File: config.mk
export PLATFORM = sky130hd
export DESIGN_NAME = spmtc_top
export DESIGN_NICKNAME = d
export VERILOG_FILES = /design/src/pkg/spmtc_pkg.sv /design/src/spmtc_baud_gen.sv /design/src/spmtc_top.sv
export VERILOG_INCLUDE_DIRS = /design/src /design/src/pkg
export SDC_FILE = /design/constraint.sdc
export NUM_CORES = 1
export LEC_CHECK = 0
export BUFFER_PORTS_ARGS = -buffer_cell sky130_fd_sc_hd__buf_4
export CORE_MARGIN = 1.5
export CORE_UTILIZATION = 37
export CTS_CLUSTER_DIAMETER = 120
export DETAILED_ROUTE_END_ITERATION = 10
export RECOVER_POWER = 100
export SLEW_MARGIN = 20
export SYNTH_ARGS = -nofsm -noshare
export SYNTH_HDL_FRONTEND = slang
export SYNTH_HIERARCHICAL = 1
export SYNTH_SLANG_ARGS = --single-unit
export TNS_END_PERCENT = 100
File: constraint.sdc
create_clock -name clk_in -period 4.65 [get_ports clk_in]
set_input_delay 0.465 -clock clk_in [delete_from_list [all_inputs] [get_ports clk_in]]
set_output_delay 0.465 -clock clk_in [all_outputs]
set_load 0.01 [all_outputs]
File: src/pkg/spmtc_cfg.svh
// Offsets, field positions, reset values and rate counts of the serial port.
// Assumes a 12-bit APB byte address with every register in one aligned word.
`ifndef SPMTC_CFG_SVH
`define SPMTC_CFG_SVH

// ----------------------------------------------------------------------------
// Register byte addresses
// ----------------------------------------------------------------------------
`define SPMTC_RXCTL_ADDR   12'h018
`define SPMTC_TXCTL_ADDR   12'h098
`define SPMTC_RATE_ADDR    12'h09C
`define SPMTC_DIR_ADDR     12'h0A0
`define SPMTC_TXDATA_ADDR  12'h0A4

// ----------------------------------------------------------------------------
// Field positions
// ----------------------------------------------------------------------------
`define SPMTC_CLK_SRC_BIT   7
`define SPMTC_NINE_BIT      6
`define SPMTC_TX_ON_BIT     5
`define SPMTC_SYNC_BIT      4
`define SPMTC_HIGH_RATE_BIT 2
`define SPMTC_EMPTY_BIT     1
`define SPMTC_NINTH_BIT     0
`define SPMTC_PORT_ON_BIT   7
`define SPMTC_HOLD_FULL_BIT 8

// ----------------------------------------------------------------------------
// Reset values and writable masks
// ----------------------------------------------------------------------------
`define SPMTC_TXCTL_RST   8'h00
`define SPMTC_TXCTL_WMASK 8'hF5
`define SPMTC_RXCTL_RST   8'h00
`define SPMTC_RXCTL_WMASK 8'h80
`define SPMTC_RATE_RST    8'h00
`define SPMTC_DIR_RST     8'hFF

// ----------------------------------------------------------------------------
// Generator ticks per bit
// ----------------------------------------------------------------------------
`define SPMTC_TICKS_ASYNC_LO 7'h40
`define SPMTC_TICKS_ASYNC_HI 7'h10
`define SPMTC_TICKS_SYNC     7'h04

`endif

File: src/pkg/spmtc_pkg.sv
// Types shared by the serial port mode and transmit control files.
// Assumes the configuration header is included wherever numbers are needed.
package spmtc_pkg;

  // --------------------------------------------------------------------------
  // Operating modes
  // --------------------------------------------------------------------------
  typedef enum logic [1:0] {
    SPMTC_MODE_ASYNC,
    SPMTC_MODE_SYNC_MASTER,
    SPMTC_MODE_SYNC_SLAVE
  } spmtc_mode_type;

endpackage : spmtc_pkg

File: src/spmtc_baud_gen.sv
// Free-running rate timer: one enable pulse per period of (period + 1) clocks.
// Assumes the period input comes from a register on the same clock.
module spmtc_baud_gen #(
  parameter int WIDTH = 8
) (
  input  wire logic             clk_in,
  input  wire logic             sys_rst_in,
  input  wire logic [WIDTH-1:0] period_in,
  output logic                  tick_out
);

  logic [WIDTH-1:0] count_r;
  logic [WIDTH-1:0] count_nxt;
  logic             wrap;

  // ----------------------------------------------------------------------------
  // Down counter
  // ----------------------------------------------------------------------------
  // A new period takes hold at the next wrap, so a write never gives a runt
  assign wrap      = (count_r == '0);
  assign count_nxt = wrap ? period_in : count_r - 1'b1;
  assign tick_out  = wrap;

  // Count state
  always_ff @(posedge clk_in) begin
    if (sys_rst_in) begin
      count_r <= '0;
    end else begin
      count_r <= count_nxt;
    end
  end

endmodule : spmtc_baud_gen

File: src/spmtc_top.sv
// Serial port mode selection and transmitter with its APB register file.
// Assumes an APB master on clk_in and pin buffers resolved outside.
`include "spmtc_cfg.svh"

module spmtc_top
  import spmtc_pkg::*;
#(
  parameter int RATE_WIDTH = 8
) (
  input  wire logic        clk_in,
  input  wire logic        sys_rst_in,
  input  wire logic        psel_in,
  input  wire logic        penable_in,
  input  wire logic        pwrite_in,
  input  wire logic [11:0] paddr_in,
  input  wire logic [31:0] pwdata_in,
  input  wire logic [3:0]  pstrb_in,
  output logic      [31:0] prdata_out,
  output logic             pready_out,
  output logic             pslverr_out,
  input  wire logic        tx_ck_in,
  output logic             tx_ck_out,
  output logic             tx_ck_oe_out,
  output logic             rx_dt_out,
  output logic             rx_dt_oe_out
);

  // ----------------------------------------------------------------------------
  // Declarations
  // ----------------------------------------------------------------------------
  logic [7:0]            txctl_r;
  logic [7:0]            rxctl_r;
  logic [RATE_WIDTH-1:0] rate_r;
  logic [7:0]            dir_r;
  logic [7:0]            hold_r;
  logic                  hold_full_r;
  logic                  hold_full_nxt;
  logic [10:0]           shift_r;
  logic [10:0]           shift_nxt;
  logic [3:0]            bits_r;
  logic [3:0]            bits_nxt;
  logic [6:0]            pre_r;
  logic [6:0]            pre_nxt;
  logic [31:0]           prdata_r;
  logic                  ck_s1_r;
  logic                  ck_s2_r;
  logic                  ck_s3_r;
  logic                  ck_stable_r;
  logic                  ck_out_r;
  logic                  ck_oe_r;
  logic                  dt_out_r;
  logic                  dt_oe_r;
  logic                  access;
  logic                  setup;
  logic                  wr;
  logic                  sel_txctl;
  logic                  sel_rxctl;
  logic                  sel_rate;
  logic                  sel_dir;
  logic                  sel_txdata;
  logic                  mapped;
  logic [31:0]           read_mux;
  logic                  sync_mode;
  logic                  port_on;
  logic                  pins_on;
  logic                  tx_on;
  logic                  nine;
  logic                  empty;
  logic                  busy;
  logic                  load;
  logic                  tick;
  logic [6:0]            ticks_per_bit;
  logic                  pre_last;
  logic                  ck_fall;
  logic                  bit_adv;
  spmtc_mode_type        mode;

  // Word match on the aligned address, low two bits ignored
  function automatic logic addr_hit(input logic [11:0] a, input logic [11:0] r);
    addr_hit = (a[11:2] == r[11:2]);
  endfunction : addr_hit

  // ----------------------------------------------------------------------------
  // APB decode
  // ----------------------------------------------------------------------------
  // Zero wait states; unmapped words answer with an error and no effect
  assign setup       = psel_in & ~penable_in;
  assign access      = psel_in & penable_in;
  assign wr          = access & pwrite_in & pstrb_in[0] & mapped;
  assign sel_txctl   = addr_hit(paddr_in, `SPMTC_TXCTL_ADDR);
  assign sel_rxctl   = addr_hit(paddr_in, `SPMTC_RXCTL_ADDR);
  assign sel_rate    = addr_hit(paddr_in, `SPMTC_RATE_ADDR);
  assign sel_dir     = addr_hit(paddr_in, `SPMTC_DIR_ADDR);
  assign sel_txdata  = addr_hit(paddr_in, `SPMTC_TXDATA_ADDR);
  assign mapped      = sel_txctl | sel_rxctl | sel_rate | sel_dir | sel_txdata;
  assign pready_out  = 1'b1;
  assign pslverr_out = access & ~mapped;
  assign prdata_out  = prdata_r;

  // Read view; unused and reserved bits read as zero
  // control word layout
  assign read_mux =
      sel_txctl  ? {24'h000000, txctl_r[7:2], empty, txctl_r[0]} :
      sel_rxctl  ? {24'h000000, rxctl_r} :
      sel_rate   ? {{(32-RATE_WIDTH){1'b0}}, rate_r} :
      sel_dir    ? {24'h000000, dir_r} :
      sel_txdata ? {23'h000000, hold_full_r, hold_r} : 32'h00000000;

  // ----------------------------------------------------------------------------
  // Mode and pin ownership
  // ----------------------------------------------------------------------------
  // mode selection
  assign sync_mode = txctl_r[`SPMTC_SYNC_BIT];
  assign mode      = !sync_mode ? SPMTC_MODE_ASYNC :
                     txctl_r[`SPMTC_CLK_SRC_BIT] ? SPMTC_MODE_SYNC_MASTER :
                     SPMTC_MODE_SYNC_SLAVE;
  assign port_on   = rxctl_r[`SPMTC_PORT_ON_BIT];
  assign pins_on   = port_on & (dir_r[7:6] == 2'b11);
  assign tx_on     = txctl_r[`SPMTC_TX_ON_BIT] & pins_on;
  assign nine      = txctl_r[`SPMTC_NINE_BIT];
  assign empty     = (bits_r == 4'h0);
  assign busy      = ~empty;
  assign load      = tx_on & empty & hold_full_r;

  // ----------------------------------------------------------------------------
  // Bit timing
  // ----------------------------------------------------------------------------
  // shared rate timer
  spmtc_baud_gen #(
    .WIDTH      (RATE_WIDTH)
  ) u_rate (
    .clk_in     (clk_in),
    .sys_rst_in (sys_rst_in),
    .period_in  (rate_r),
    .tick_out   (tick)
  );

  assign ticks_per_bit = sync_mode ? `SPMTC_TICKS_SYNC :
                         txctl_r[`SPMTC_HIGH_RATE_BIT] ? `SPMTC_TICKS_ASYNC_HI :
                         `SPMTC_TICKS_ASYNC_LO;
  assign pre_last      = (pre_r == ticks_per_bit - 7'h01);
  // Slave shifts on a falling edge seen after the filter agrees
  assign ck_fall       = ck_stable_r & (ck_s2_r == ck_s3_r) & ~ck_s3_r;
  assign bit_adv       = busy & ((mode == SPMTC_MODE_SYNC_SLAVE) ? ck_fall : (tick & pre_last));
  assign pre_nxt       = (!busy || mode == SPMTC_MODE_SYNC_SLAVE) ? 7'h00 :
                         !tick ? pre_r :
                         pre_last ? 7'h00 : pre_r + 7'h01;

  // ----------------------------------------------------------------------------
  // Holding register and shifter
  // ----------------------------------------------------------------------------
  // Data written while the holding word is full is dropped
  assign hold_full_nxt = load ? 1'b0 :
                         (wr & sel_txdata & ~hold_full_r) ? 1'b1 : hold_full_r;

  // Async frame: start, data LSB first, optional ninth, stop; sync has no framing
  // stop when disabled
  assign shift_nxt = load ? (sync_mode ? {2'b11, txctl_r[`SPMTC_NINTH_BIT], hold_r} :
                             nine ? {1'b1, txctl_r[`SPMTC_NINTH_BIT], hold_r, 1'b0} :
                                    {2'b11, hold_r, 1'b0}) :
                     bit_adv ? {1'b1, shift_r[10:1]} : shift_r;
  assign bits_nxt  = !tx_on ? 4'h0 :
                     load ? (sync_mode ? (nine ? 4'h9 : 4'h8) : (nine ? 4'hB : 4'hA)) :
                     bit_adv ? bits_r - 4'h1 : bits_r;

  // Register writes
  always_ff @(posedge clk_in) begin
    if (sys_rst_in) begin
      txctl_r <= `SPMTC_TXCTL_RST;
      rxctl_r <= `SPMTC_RXCTL_RST;
      rate_r  <= RATE_WIDTH'(`SPMTC_RATE_RST);
      dir_r   <= `SPMTC_DIR_RST;
      hold_r  <= 8'h00;
    end else if (wr) begin
      if (sel_txctl) txctl_r <= pwdata_in[7:0] & `SPMTC_TXCTL_WMASK;
      if (sel_rxctl) rxctl_r <= pwdata_in[7:0] & `SPMTC_RXCTL_WMASK;
      if (sel_rate)  rate_r  <= pwdata_in[RATE_WIDTH-1:0];
      if (sel_dir)   dir_r   <= pwdata_in[7:0];
      if (sel_txdata && !hold_full_r) hold_r <= pwdata_in[7:0];
    end
  end

  // Transmit state
  always_ff @(posedge clk_in) begin
    if (sys_rst_in) begin
      hold_full_r <= 1'b0;
      shift_r     <= 11'h7FF;
      bits_r      <= 4'h0;
      pre_r       <= 7'h00;
    end else begin
      hold_full_r <= hold_full_nxt;
      shift_r     <= shift_nxt;
      bits_r      <= bits_nxt;
      pre_r       <= pre_nxt;
    end
  end

  // Read data captured in setup, stable through the access phase
  always_ff @(posedge clk_in) begin
    if (sys_rst_in) begin
      prdata_r <= 32'h00000000;
    end else if (setup) begin
      prdata_r <= read_mux;
    end
  end

  // External clock filter: three stages, change taken when two agree
  always_ff @(posedge clk_in) begin
    if (sys_rst_in) begin
      ck_s1_r     <= 1'b0;
      ck_s2_r     <= 1'b0;
      ck_s3_r     <= 1'b0;
      ck_stable_r <= 1'b0;
    end else begin
      ck_s1_r <= tx_ck_in;
      ck_s2_r <= ck_s1_r;
      ck_s3_r <= ck_s2_r;
      if (ck_s2_r == ck_s3_r) ck_stable_r <= ck_s3_r;
    end
  end

  // ----------------------------------------------------------------------------
  // Pin drivers
  // ----------------------------------------------------------------------------
  // Registered to keep the pins glitch free; one clock of lag on each pin
  always_ff @(posedge clk_in) begin
    if (sys_rst_in) begin
      ck_out_r <= 1'b1;
      ck_oe_r  <= 1'b0;
      dt_out_r <= 1'b0;
      dt_oe_r  <= 1'b0;
    end else begin
      case (mode)
        SPMTC_MODE_ASYNC: begin
          ck_out_r <= shift_r[0] | empty;
          ck_oe_r  <= pins_on;
          dt_out_r <= 1'b0;
          dt_oe_r  <= 1'b0;
        end
        SPMTC_MODE_SYNC_MASTER: begin
          ck_out_r <= busy & pre_r[1];
          ck_oe_r  <= pins_on;
          dt_out_r <= shift_r[0];
          dt_oe_r  <= pins_on & busy;
        end
        SPMTC_MODE_SYNC_SLAVE: begin
          ck_out_r <= 1'b0;
          ck_oe_r  <= 1'b0;
          dt_out_r <= shift_r[0];
          dt_oe_r  <= pins_on & busy;
        end
        default: begin
          ck_out_r <= 1'b1;
          ck_oe_r  <= 1'b0;
          dt_out_r <= 1'b0;
          dt_oe_r  <= 1'b0;
        end
      endcase
    end
  end

  assign tx_ck_out    = ck_out_r;
  assign tx_ck_oe_out = ck_oe_r;
  assign rx_dt_out    = dt_out_r;
  assign rx_dt_oe_out = dt_oe_r;

endmodule : spmtc_top

-- Word level (Yosys, flattened, before mapping)
Cells that the tools add are included.
- reductions and logical operators: 19
- multiplexer cells: 22
- bitwise gates (word level): 31
- $add $sub $neg: 4
- equal/unequal tests: 10
- operators with widths (kind ; number):
    $mux 9 ; 5
    $eq 10x6->1 const B ; 4
    $mux 11 ; 2
    $mux 7 ; 3
    $mux 10 ; 2
    $and 1x1->1 ; 18
    $reduce_or 2->1 ; 7
    $eq 10x3->1 const B ; 1
    $reduce_and 2->1 ; 5
    $logic_not 8->1 ; 1
    $mux 4 ; 2
    $mux 8 ; 1
    $not 1->1 ; 8
    $sub 8x1->8 const B ; 1
    $add 7x1->7 const B ; 1
    $eq 7x7->1 ; 1
    $sub 7x1->7 const B ; 1
    $mux 2 ; 3
    $or 1x1->1 ; 5
    $eq 2x2->1 const B ; 2
    $logic_not 4->1 ; 1
    $sub 4x1->4 const B ; 1
    $mux 1 ; 3
    $pmux 1 s3 ; 1
    other kinds (7) ; 7
- bits of input ports: 54
- output and inout port bits: 38
- flip-flop bits (word level): 102
- word-level logic and storage cells: 105

-- Depth between registers and ports, before layout
Gate-level depths: netlist (run 1).
- word-level depth: 9
- mapped depth: 11
- mapped depth without buffers: 10

-- By module
The synthesis (run 1) kept the hierarchy.
- modules (own cells, without submodules) (module ; area each (um^2) ; seq. area each (um^2) ; times used ; cells each):
    spmtc_top ; 3425.8 ; 1401.3 ; 1 ; 391
    spmtc_baud_gen ; 461.7 ; 160.2 ; 1 ; 53

-- Least setup slack after synthesis (run 1)
Ideal clock, no wire load.
- path kind: register -> register
- start: register u_rate.count_r[0]
- end: register shift_r[2]
- library setup time: 0.119 ns
- slack: 2.265 ns
- clock period less this slack: 2.385 ns
- required time: 4.531 ns
- arrival time: 2.266 ns
- stages on the path, launching flop included: 12
- path buffers: 1
- cells stage by stage: dfxtp_1 > inv_1 > ha_1 > nor3b_1 > nand2_1 > inv_1 > nand2_1 > o31a_1 > or3_1 > buf_2 > o21ai_0 > o21bai_1
- longest elaborated chain between the ends: 5
- ends and longest elaborated chain (what ; line ; RTL):
    from (decl) ; spmtc_baud_gen.sv:12 ; logic [WIDTH-1:0] count_r;
    from (signal assigned) ; spmtc_baud_gen.sv:29 ; count_r <= count_nxt;
    $logic_not 8->1 ; spmtc_baud_gen.sv:20 ; assign wrap = (count_r == '0);
    net tick ; spmtc_top.sv:71 ; logic tick;
    $and 1x1->1 ; spmtc_top.sv:144 ; assign bit_adv = busy & ((mode == SPMTC_MODE_SYNC_SLAVE) ? ck_fall : (tick & pre_last));
    $mux 1 ; spmtc_top.sv:144 ;
    $and 1x1->1 ; spmtc_top.sv:144 ;
    $reduce_bool 2->1 (no source line) ; n/a ;
    to (signal assigned) ; spmtc_top.sv:192 ; shift_r <= shift_nxt;
    to (decl) ; spmtc_top.sv:38 ; logic [10:0] shift_r;
The timed path passes the listed nets, and every way through them passes these cells.
A chain may end at the register's enable or synchronous reset.

-- Worst setup path in the final report (run 1)
- start: input port sys_rst_in
- end: register pre_r[3]
- longest elaborated chain between the ends: 1
- ends and longest elaborated chain (what ; line ; RTL):
    from (decl) ; spmtc_top.sv:11 ; input wire logic sys_rst_in,
    $reduce_or 2->1 (no source line) ; n/a ;
    to (signal assigned) ; spmtc_top.sv:194 ; pre_r <= pre_nxt;
    to (decl) ; spmtc_top.sv:42 ; logic [6:0] pre_r;
Every way passes these cells.

==> impl_metrics.env, run 1 <==
export IMPL_crit_type="in -> reg"
export IMPL_cts_buffers=9
export IMPL_grt_pass1_vias=2911
export IMPL_finalClockSkew_ns=0.00832
export IMPL_die_area_um2=11100
export IMPL_drive_gt1_share_pct=10.8
export IMPL_grt_pass1_wl_mm=14.4
export IMPL_synth_edf_count=0
export IMPL_finalSetupTns_ns=0
export IMPL_coreArea_um2=10300
export IMPL_crit_arrival_ns=3.35
export IMPL_post_route_period_util_pct=67.5
export IMPL_cts_sinks=78
export IMPL_synthCells=444
export IMPL_synthesis_area_um2=3890
export IMPL_grt_setup_unrepaired="no"
export IMPL_use_met3_pct=2.35
export IMPL_cts_resized=0
export IMPL_cts_tree="done"
export IMPL_hold_viol=0
export IMPL_synth_seq_cells=78
export IMPL_syn_to_final_growth_pct=12.0
export IMPL_fin_nets=526
export IMPL_clk_path_buf_depth=2
export IMPL_ir_drop_uv=238
export IMPL_synth_xor_area_share_pct=2.25
export IMPL_synth_mux_area_share_pct=9.78
export IMPL_async_flop_share_pct=0
export IMPL_globalplace_congestion=0.790
export IMPL_synth_simple_gate_area_share_pct=22.1
export IMPL_p_leak_nw=1.71
export IMPL_critPathRequiredTime_ns=4.86
export IMPL_wire_per_inst_um=14.2
export IMPL_failed_checks="capacitance limit, slew limit"
export IMPL_grt_busiest_layer="met2"
export IMPL_drv_cap=1
export IMPL_slowest_delay_ns=2.18
export IMPL_relSlewSlack_pct=-112
export IMPL_diodes=0
export IMPL_chipHeight_um=106
export IMPL_grt_total_usage_pct=16.2
export IMPL_r2r_slack_ns=1.70
export IMPL_fmax_mhz=319
export IMPL_cp_max_fo=76
export IMPL_setup_viol=0
export IMPL_min_path_type="in -> reg"
export IMPL_avgSynthCellArea_um2=8.76
export IMPL_dieWidth_um=106
export IMPL_antenna_found_initial=0
export IMPL_first_pass_iters=5
export IMPL_synth_distinct_cells=63
export IMPL_crit_path_frequent_cell="nor2_1"
export IMPL_hold_buffers=0
export IMPL_portBuffers=38
export IMPL_grt_overflow_total=0
export IMPL_initial_utilization_pct=37.8
export IMPL_vias_per_cell=5.14
export IMPL_clk_latency_ns=0.35
export IMPL_use_met2_pct=26.0
export IMPL_post_route_drc_count=0
export IMPL_synthAdderAreaFrac_pct=1.29
export IMPL_powerDensity_nw_per_um2=387
export IMPL_met1_usage_pct=21.8
export IMPL_drt_iter0_drc=160
export IMPL_endpoint_kind="register"
export IMPL_crit_path_top_delay_cell="clkbuf_1"
export IMPL_root_buffer="clkbuf_8"
export IMPL_synth_top_family_by_area="simple AND/OR/NAND/NOR gates"
export IMPL_cp_cell_sequence="clkbuf_1 > nor2_1 > o21ai_0 > nor2_1"
export IMPL_nFillCells=1053
export IMPL_num_rows=37
export IMPL_fin_crit_ns=3.14
export IMPL_multi_input_area_um2=2040
export IMPL_status="finished with violations"
export IMPL_htreeDepth=3
export IMPL_antenna_left=0
export IMPL_critPathLaunchType="primary input"
export IMPL_ys_warn_count=6
export IMPL_hpwl_mm=6.11
export IMPL_path_clk_slew_ns=0.08
export IMPL_utilization_pct=42.4
export IMPL_worstMarginPinSlew_ns=3.17
export IMPL_synth_top_flop_cell="dfxtp_1"
export IMPL_maxSlewViolCount=77
export IMPL_ys_seq_area_share_pct=40.2
export IMPL_totalWireLength_mm=8.67
export IMPL_boundaryPins=92
export IMPL_grt_max_degree=77
export IMPL_via_count=3129
export IMPL_synth_compound_area_share_pct=14.9
export IMPL_cts_setup_buffers=0
export IMPL_seqCellArea_um2=1560
path summary, 6_finish.rpt:
path | cells after the start | endpoint | from
worst max-delay path | 4 | pre_r[3] | sys_rst_in
worst min-delay path | 2 | ck_s1_r | tx_ck_in
worst max register to register | 10 | shift_r[3] | u_rate/count_r[0]
worst min register to register | 1 | ck_s2_r | ck_s1_r
synth_stat cells (9+ instances only):
cell type / n / area, um^2
inv_1: 18 / 67.6
dfxtp_1: 78 / 1560
mux2i_1: 38 / 380
clkbuf_1: 10 / 37.5
a21oi_1: 16 / 80.1
nand2_1: 29 / 109
nor3_1: 17 / 85.1
a211oi_1: 9 / 67.6
nor2_1: 53 / 199
nand3_1: 9 / 45.0
buf_2: 10 / 50.1
buf_4: 24 / 180
cell type report:
cell class | instances | share of cell area (%)
Clock buffer | 10 | 3.16
Clock inverter | 6 | 3.05
Sequential cell | 78 | 35.9
Inverter | 18 | 1.55
Tap cell | 136 | 3.91
Multi-Input combinational cell | 322 | 47.0
Timing Repair Buffer | 39 | 5.52
state kept, by name (all words and copies together), names as in the netlist:
| register | count |
|---|---|
| shift_r | 10 |
| rate_r | 8 |
| u_rate/count_r | 8 |
| ck_s1_r | 1 |
| bits_r | 4 |
| dir_r | 8 |
| prdata_out | 9 |
| rx_dt_out | 1 |
| ck_stable_r | 1 |
| rx_dt_oe_out | 1 |
| tx_ck_oe_out | 1 |
| hold_r | 8 |
| ck_s3_r | 1 |
| hold_full_r | 1 |
| txctl_r | 6 |
| tx_ck_out | 1 |
| rxctl_r | 1 |
| ck_s2_r | 1 |
| pre_r | 7 |
critical path, delay by kind of cell:
family	cells	cell delay, ns
compound gates	1	0.42
buf+inv	1	2.18
simple gates	2	0.20
power breakdown:
part | switching [mW] | internal (mW)
logic | 0.157 | 0.126
clock network | 0.250 | 0.425
registers | 0.0322 | 0.696
total | 0.439 | 1.25
metal layers:
| metal | routed length, um | vias to the layer above | share of wire (%) |
|---|---|---|---|
| met5 | 0 | - | 0 |
| met4 | 169 | 0 | 1.9 |
| met3 | 261 | 13 | 3.0 |
| met2 | 4090 | 64 | 47 |
| met1 | 4150 | 1466 | 48 |
| li1 | - | 1586 | - |
cells in the final DEF (no fill, tap or decap), drive strengths merged, types with 5 or more instances in the layout:
cell,n
a211o,8
nand4,5
nor3,21
nor3b,6
nor4,7
nor2b,8
buf,25
a211oi,10
dfxtp,78
o22ai,5
nand3,10
inv,18
a221oi,6
nor2,53
nand2,29
clkbuf,24
conb,24
o21ai,10
a21oi,16
mux2i,38
xnor2,7
through the flow:
| stage | setup WS (ns) | power (mW) | hold WS, ns | cell area, um^2 | std cells |
|---|---|---|---|---|---|
| 6_report | 1.51 | 1.69 | 0.332 | 4350 | 609 |
| 5_1_grt | 1.19 | 1.77 | 0.337 | 4350 | 609 |
| 3_3_place_gp | 1.78 | 1.02 | 0.433 | 4140 | 593 |
| 3_5_place_dp | 1.71 | 1.03 | 0.435 | 4140 | 593 |
| 4_1_cts | 1.69 | 1.70 | 0.317 | 4410 | 609 |
| 2_1_floorplan | 2.27 | 0.975 | 0.414 | 3970 | 466 |
cell families (layout without fill, tap and decap cells):
kind of cell    Yosys count  in the layout
other cells               2             24
buf+inv                  66             73
simple gates            164            164
fa+ha+maj                 4              4
compound gates           82             82
mux                      38             38
xor+xnor                 10             10
flops                    78             78
Power figures use the tool's default switching activity.
==> run 2: changes to the inputs <==
--- a/config.mk
+++ b/config.mk
@@ -6,6 +6,7 @@
 export SDC_FILE = /design/constraint.sdc
 export NUM_CORES = 1
 export LEC_CHECK = 0
+export ABC_AREA = 1
 export BUFFER_PORTS_ARGS = -buffer_cell sky130_fd_sc_hd__buf_4
 export CORE_MARGIN = 1.5
 export CORE_UTILIZATION = 37
==> constraint.sdc (replaced) <==
create_clock -name clk_in -period 3.1 [get_ports clk_in]
set_input_delay 0.31 -clock clk_in [delete_from_list [all_inputs] [get_ports clk_in]]
set_output_delay 0.31 -clock clk_in [all_outputs]
set_load 0.01 [all_outputs]
==> run 2 against run 1 <==
The run now ends clean. Cell area up 8.6%. Total power up 54%. Sequential cell count unchanged. Die area up 12%. Highest routed layer unchanged. Critical path type is now in -> out. Global-route usage up 1.8 points. Count of clock-buffer cells in the layout up 1. Via count up 27%. Clock power up 46%. Largest power group unchanged. Sequential power up 51%. Non-clock buffer count up 5. Sequential share of layout area down 2.8 points. Hold slack worse by 0.16 ns.
==> impl_metrics.env, run 2 <==
export IMPL_pre_cts_ws_ns=0.883
export IMPL_wl_met1_mm=5.08
export IMPL_synth_edf_count=0
export IMPL_synthesis_area_um2=4380
export IMPL_grt_overflow_total=0
export IMPL_synth_area_leaders="dfxtp_1 (36%), nand2_1 (9.9%), inv_1 (7.0%)"
export IMPL_cts_sinks=78
export IMPL_ir_drop_uv=247
export IMPL_maxSlewViolCount=0
export IMPL_wl_met2_mm=4.92
export IMPL_fmax_mhz=413
export IMPL_synth_distinct_cells=39
export IMPL_switching_share_pct=30.2
export IMPL_layout_common_cells="nand2_1 (120), inv_1 (84), nor2_1 (81), dfxtp_1 (78), nand3_1 (48)"
export IMPL_die_area_um2=12500
export IMPL_grt_max_degree=50
export IMPL_vias_per_cell=4.96
export IMPL_seqPwrFrac_pct=42.4
export IMPL_hpwl_mm=7.92
export IMPL_root_buffer="clkbuf_16"
export IMPL_grt_total_usage_pct=17.9
export IMPL_wire_per_inst_um=13.4
export IMPL_boundaryPins=92
export IMPL_worstMarginPinSlew_ns=0.818
export IMPL_synth_top_area_share_pct=35.7
export IMPL_highest_layer="met4"
export IMPL_path_clk_slew_ns=0.06
export IMPL_syn_to_final_growth_pct=7.97
export IMPL_drv_cap=0
export IMPL_largest_reg_flops=10
export IMPL_final_common_cell="nand2_1"
export IMPL_dieWidth_um=112
export IMPL_combPwrFrac_pct=19.4
export IMPL_chipHeight_um=112
export IMPL_totalWireLength_mm=10.7
export IMPL_drive_gt1_share_pct=10.2
export IMPL_setup_viol=0
export IMPL_ys_seq_area_share_pct=35.7
export IMPL_globalplace_congestion=0.829
export IMPL_antenna_found_initial=0
export IMPL_cts_tree="done"
export IMPL_first_pass_iters=6
export IMPL_grt_pass1_wl_mm=17.9
export IMPL_coreArea_um2=11500
export IMPL_cts_setup_buffers=0
export IMPL_synthTopCellsByCount="nand2_1 (116), inv_1 (82), dfxtp_1 (78), nor2_1 (78), a21oi_1 (46)"
export IMPL_hold_viol=0
export IMPL_min_path_type="in -> reg"
export IMPL_top_register="shift_r"
export IMPL_portBuffers=38
export IMPL_critPathRequiredTime_ns=2.79
export IMPL_endpoint_kind="output port"
export IMPL_antenna_left=0
export IMPL_cp_max_fo=20
export IMPL_power_frac_clock_pct=38.1
export IMPL_clk_path_buf_depth=2
export IMPL_crit_arrival_ns=2.11
export IMPL_critPathLaunchType="primary input"
export IMPL_synth_seq_cells=78
export IMPL_cts_buffers=9
export IMPL_fin_nets=714
export IMPL_synthCells=626
export IMPL_post_route_period_util_pct=78.1
export IMPL_relSlewSlack_pct=45.3
export IMPL_via_count=3984
export IMPL_htreeDepth=3
export IMPL_switchingPower_uw=781
export IMPL_post_synth_top_area_cell="dfxtp_1"
export IMPL_ys_warn_count=6
export IMPL_hold_buffers=0
export IMPL_async_flop_share_pct=0
export IMPL_nFillCells=1222
export IMPL_internal_power_mw=1.81
export IMPL_diodes=0
export IMPL_post_route_drc_count=0
export IMPL_drt_iter0_drc=282
export IMPL_avgSynthCellArea_um2=6.99
export IMPL_clk_latency_ns=0.34
export IMPL_fin_crit_ns=2.42
export IMPL_finalSetupTns_ns=0
export IMPL_synthMostInstantiatedCell="nand2_1"
export IMPL_finalClockSkew_ns=0.00443
export IMPL_num_rows=39
export IMPL_powerDensity_nw_per_um2=547
export IMPL_p_leak_nw=2.19
export IMPL_timing_hold_ws_ns=0.175
export IMPL_status="finished, final reports clean"
export IMPL_cts_resized=0
export IMPL_grt_setup_unrepaired="no"
export IMPL_crit_type="in -> out"
export IMPL_synth_top_flop_cell="dfxtp_1"
export IMPL_wl_met3_um=508
export IMPL_grt_pass1_vias=3663
export IMPL_initial_utilization_pct=38.2
export IMPL_fin_ws_ns=0.679
==> run 2: cell types whose count changed after synthesis, moves of 9 or more <==
cell / change
inv_1: +64
nand4_1: +17
mux2i_1: -38
nand2_2: +9
nand2_1: +87
nor2_1: +25
nor3_1: -12
nand3_1: +34
a21oi_1: +30
o21ai_0: +28
==> run 2: area by class of cell <==
| cell class | count | area (um^2) | share of cell area (%) |
|---|---|---|---|
| Multi-Input combinational cell | 432 | 2110 | 44.7 |
| Inverter | 91 | 343 | 7.25 |
| Sequential cell | 78 | 1560 | 33.0 |
| Clock buffer | 11 | 253 | 5.35 |
| Tap cell | 143 | 179 | 3.79 |
| Timing Repair Buffer | 44 | 255 | 5.40 |
| Clock inverter | 4 | 22.5 | 0.476 |
==> run 2: through the flow <==
step / power, mW / cells / instance area (um^2) / utilization [%]
5_1_grt: 2.73 / 803 / 4730 / 41.2
3_3_place_gp: 1.64 / 788 / 4640 / 40.4
4_1_cts: 2.65 / 803 / 4910 / 42.8
3_5_place_dp: 1.65 / 788 / 4640 / 40.4
6_report: 2.59 / 803 / 4730 / 41.2
2_1_floorplan: 1.55 / 648 / 4460 / -
==> run 2: metal layers <==
metal	global-route usage [%]	vias to the layer above
met3	3.43	17
met4	7.09	0
met5	0	-
met2	28.5	117
met1	24.0	1836
li1	-	2014
==> run 2: power by group through the flow <==
stage / logic (mW) / clock network (mW) / registers (mW)
after global routing: 0.580 / 1.05 / 1.11
after CTS: 0.540 / 1.01 / 1.10
final: 0.502 / 0.987 / 1.10
after global placement: 0.525 / 0 / 1.12
after floorplan: 0.442 / 0 / 1.11
after detailed placement: 0.534 / 0 / 1.12
==> run 2: cells by family after synthesis <==
logic type / count (synthesis) / synth area share [%]
and+or+nand+nor: 300 / 34.1
adders and majority gates: 4 / 1.14
xor gates and xnor gates: 5 / 1.00
DFF: 78 / 35.7
other: 2 / 0.172
buffers and inverters: 138 / 15.5
AOI/OAI and AO/OA: 99 / 12.4
==> run 2: worst paths after layout <==
kind              slack [ns]     endpoint        start  depth (start not counted)
setup reg to reg        0.76   shift_r[9]   txctl_r[4]                          9
setup / recovery        0.68  pslverr_out  paddr_in[6]                          8
hold reg to reg         0.41      ck_s2_r      ck_s1_r                          2
hold / removal          0.17      ck_s1_r     tx_ck_in                          3
==> run 2: worst max-delay path, stage by stage <==
cell	delay (ns)
clkbuf_1	0.11
inv_1	0.07
nand3_1	0.17
nor2_1	0.10
nand2_1	0.23
nand3_1	0.65
nor2_1	0.28
clkbuf_1	0.18
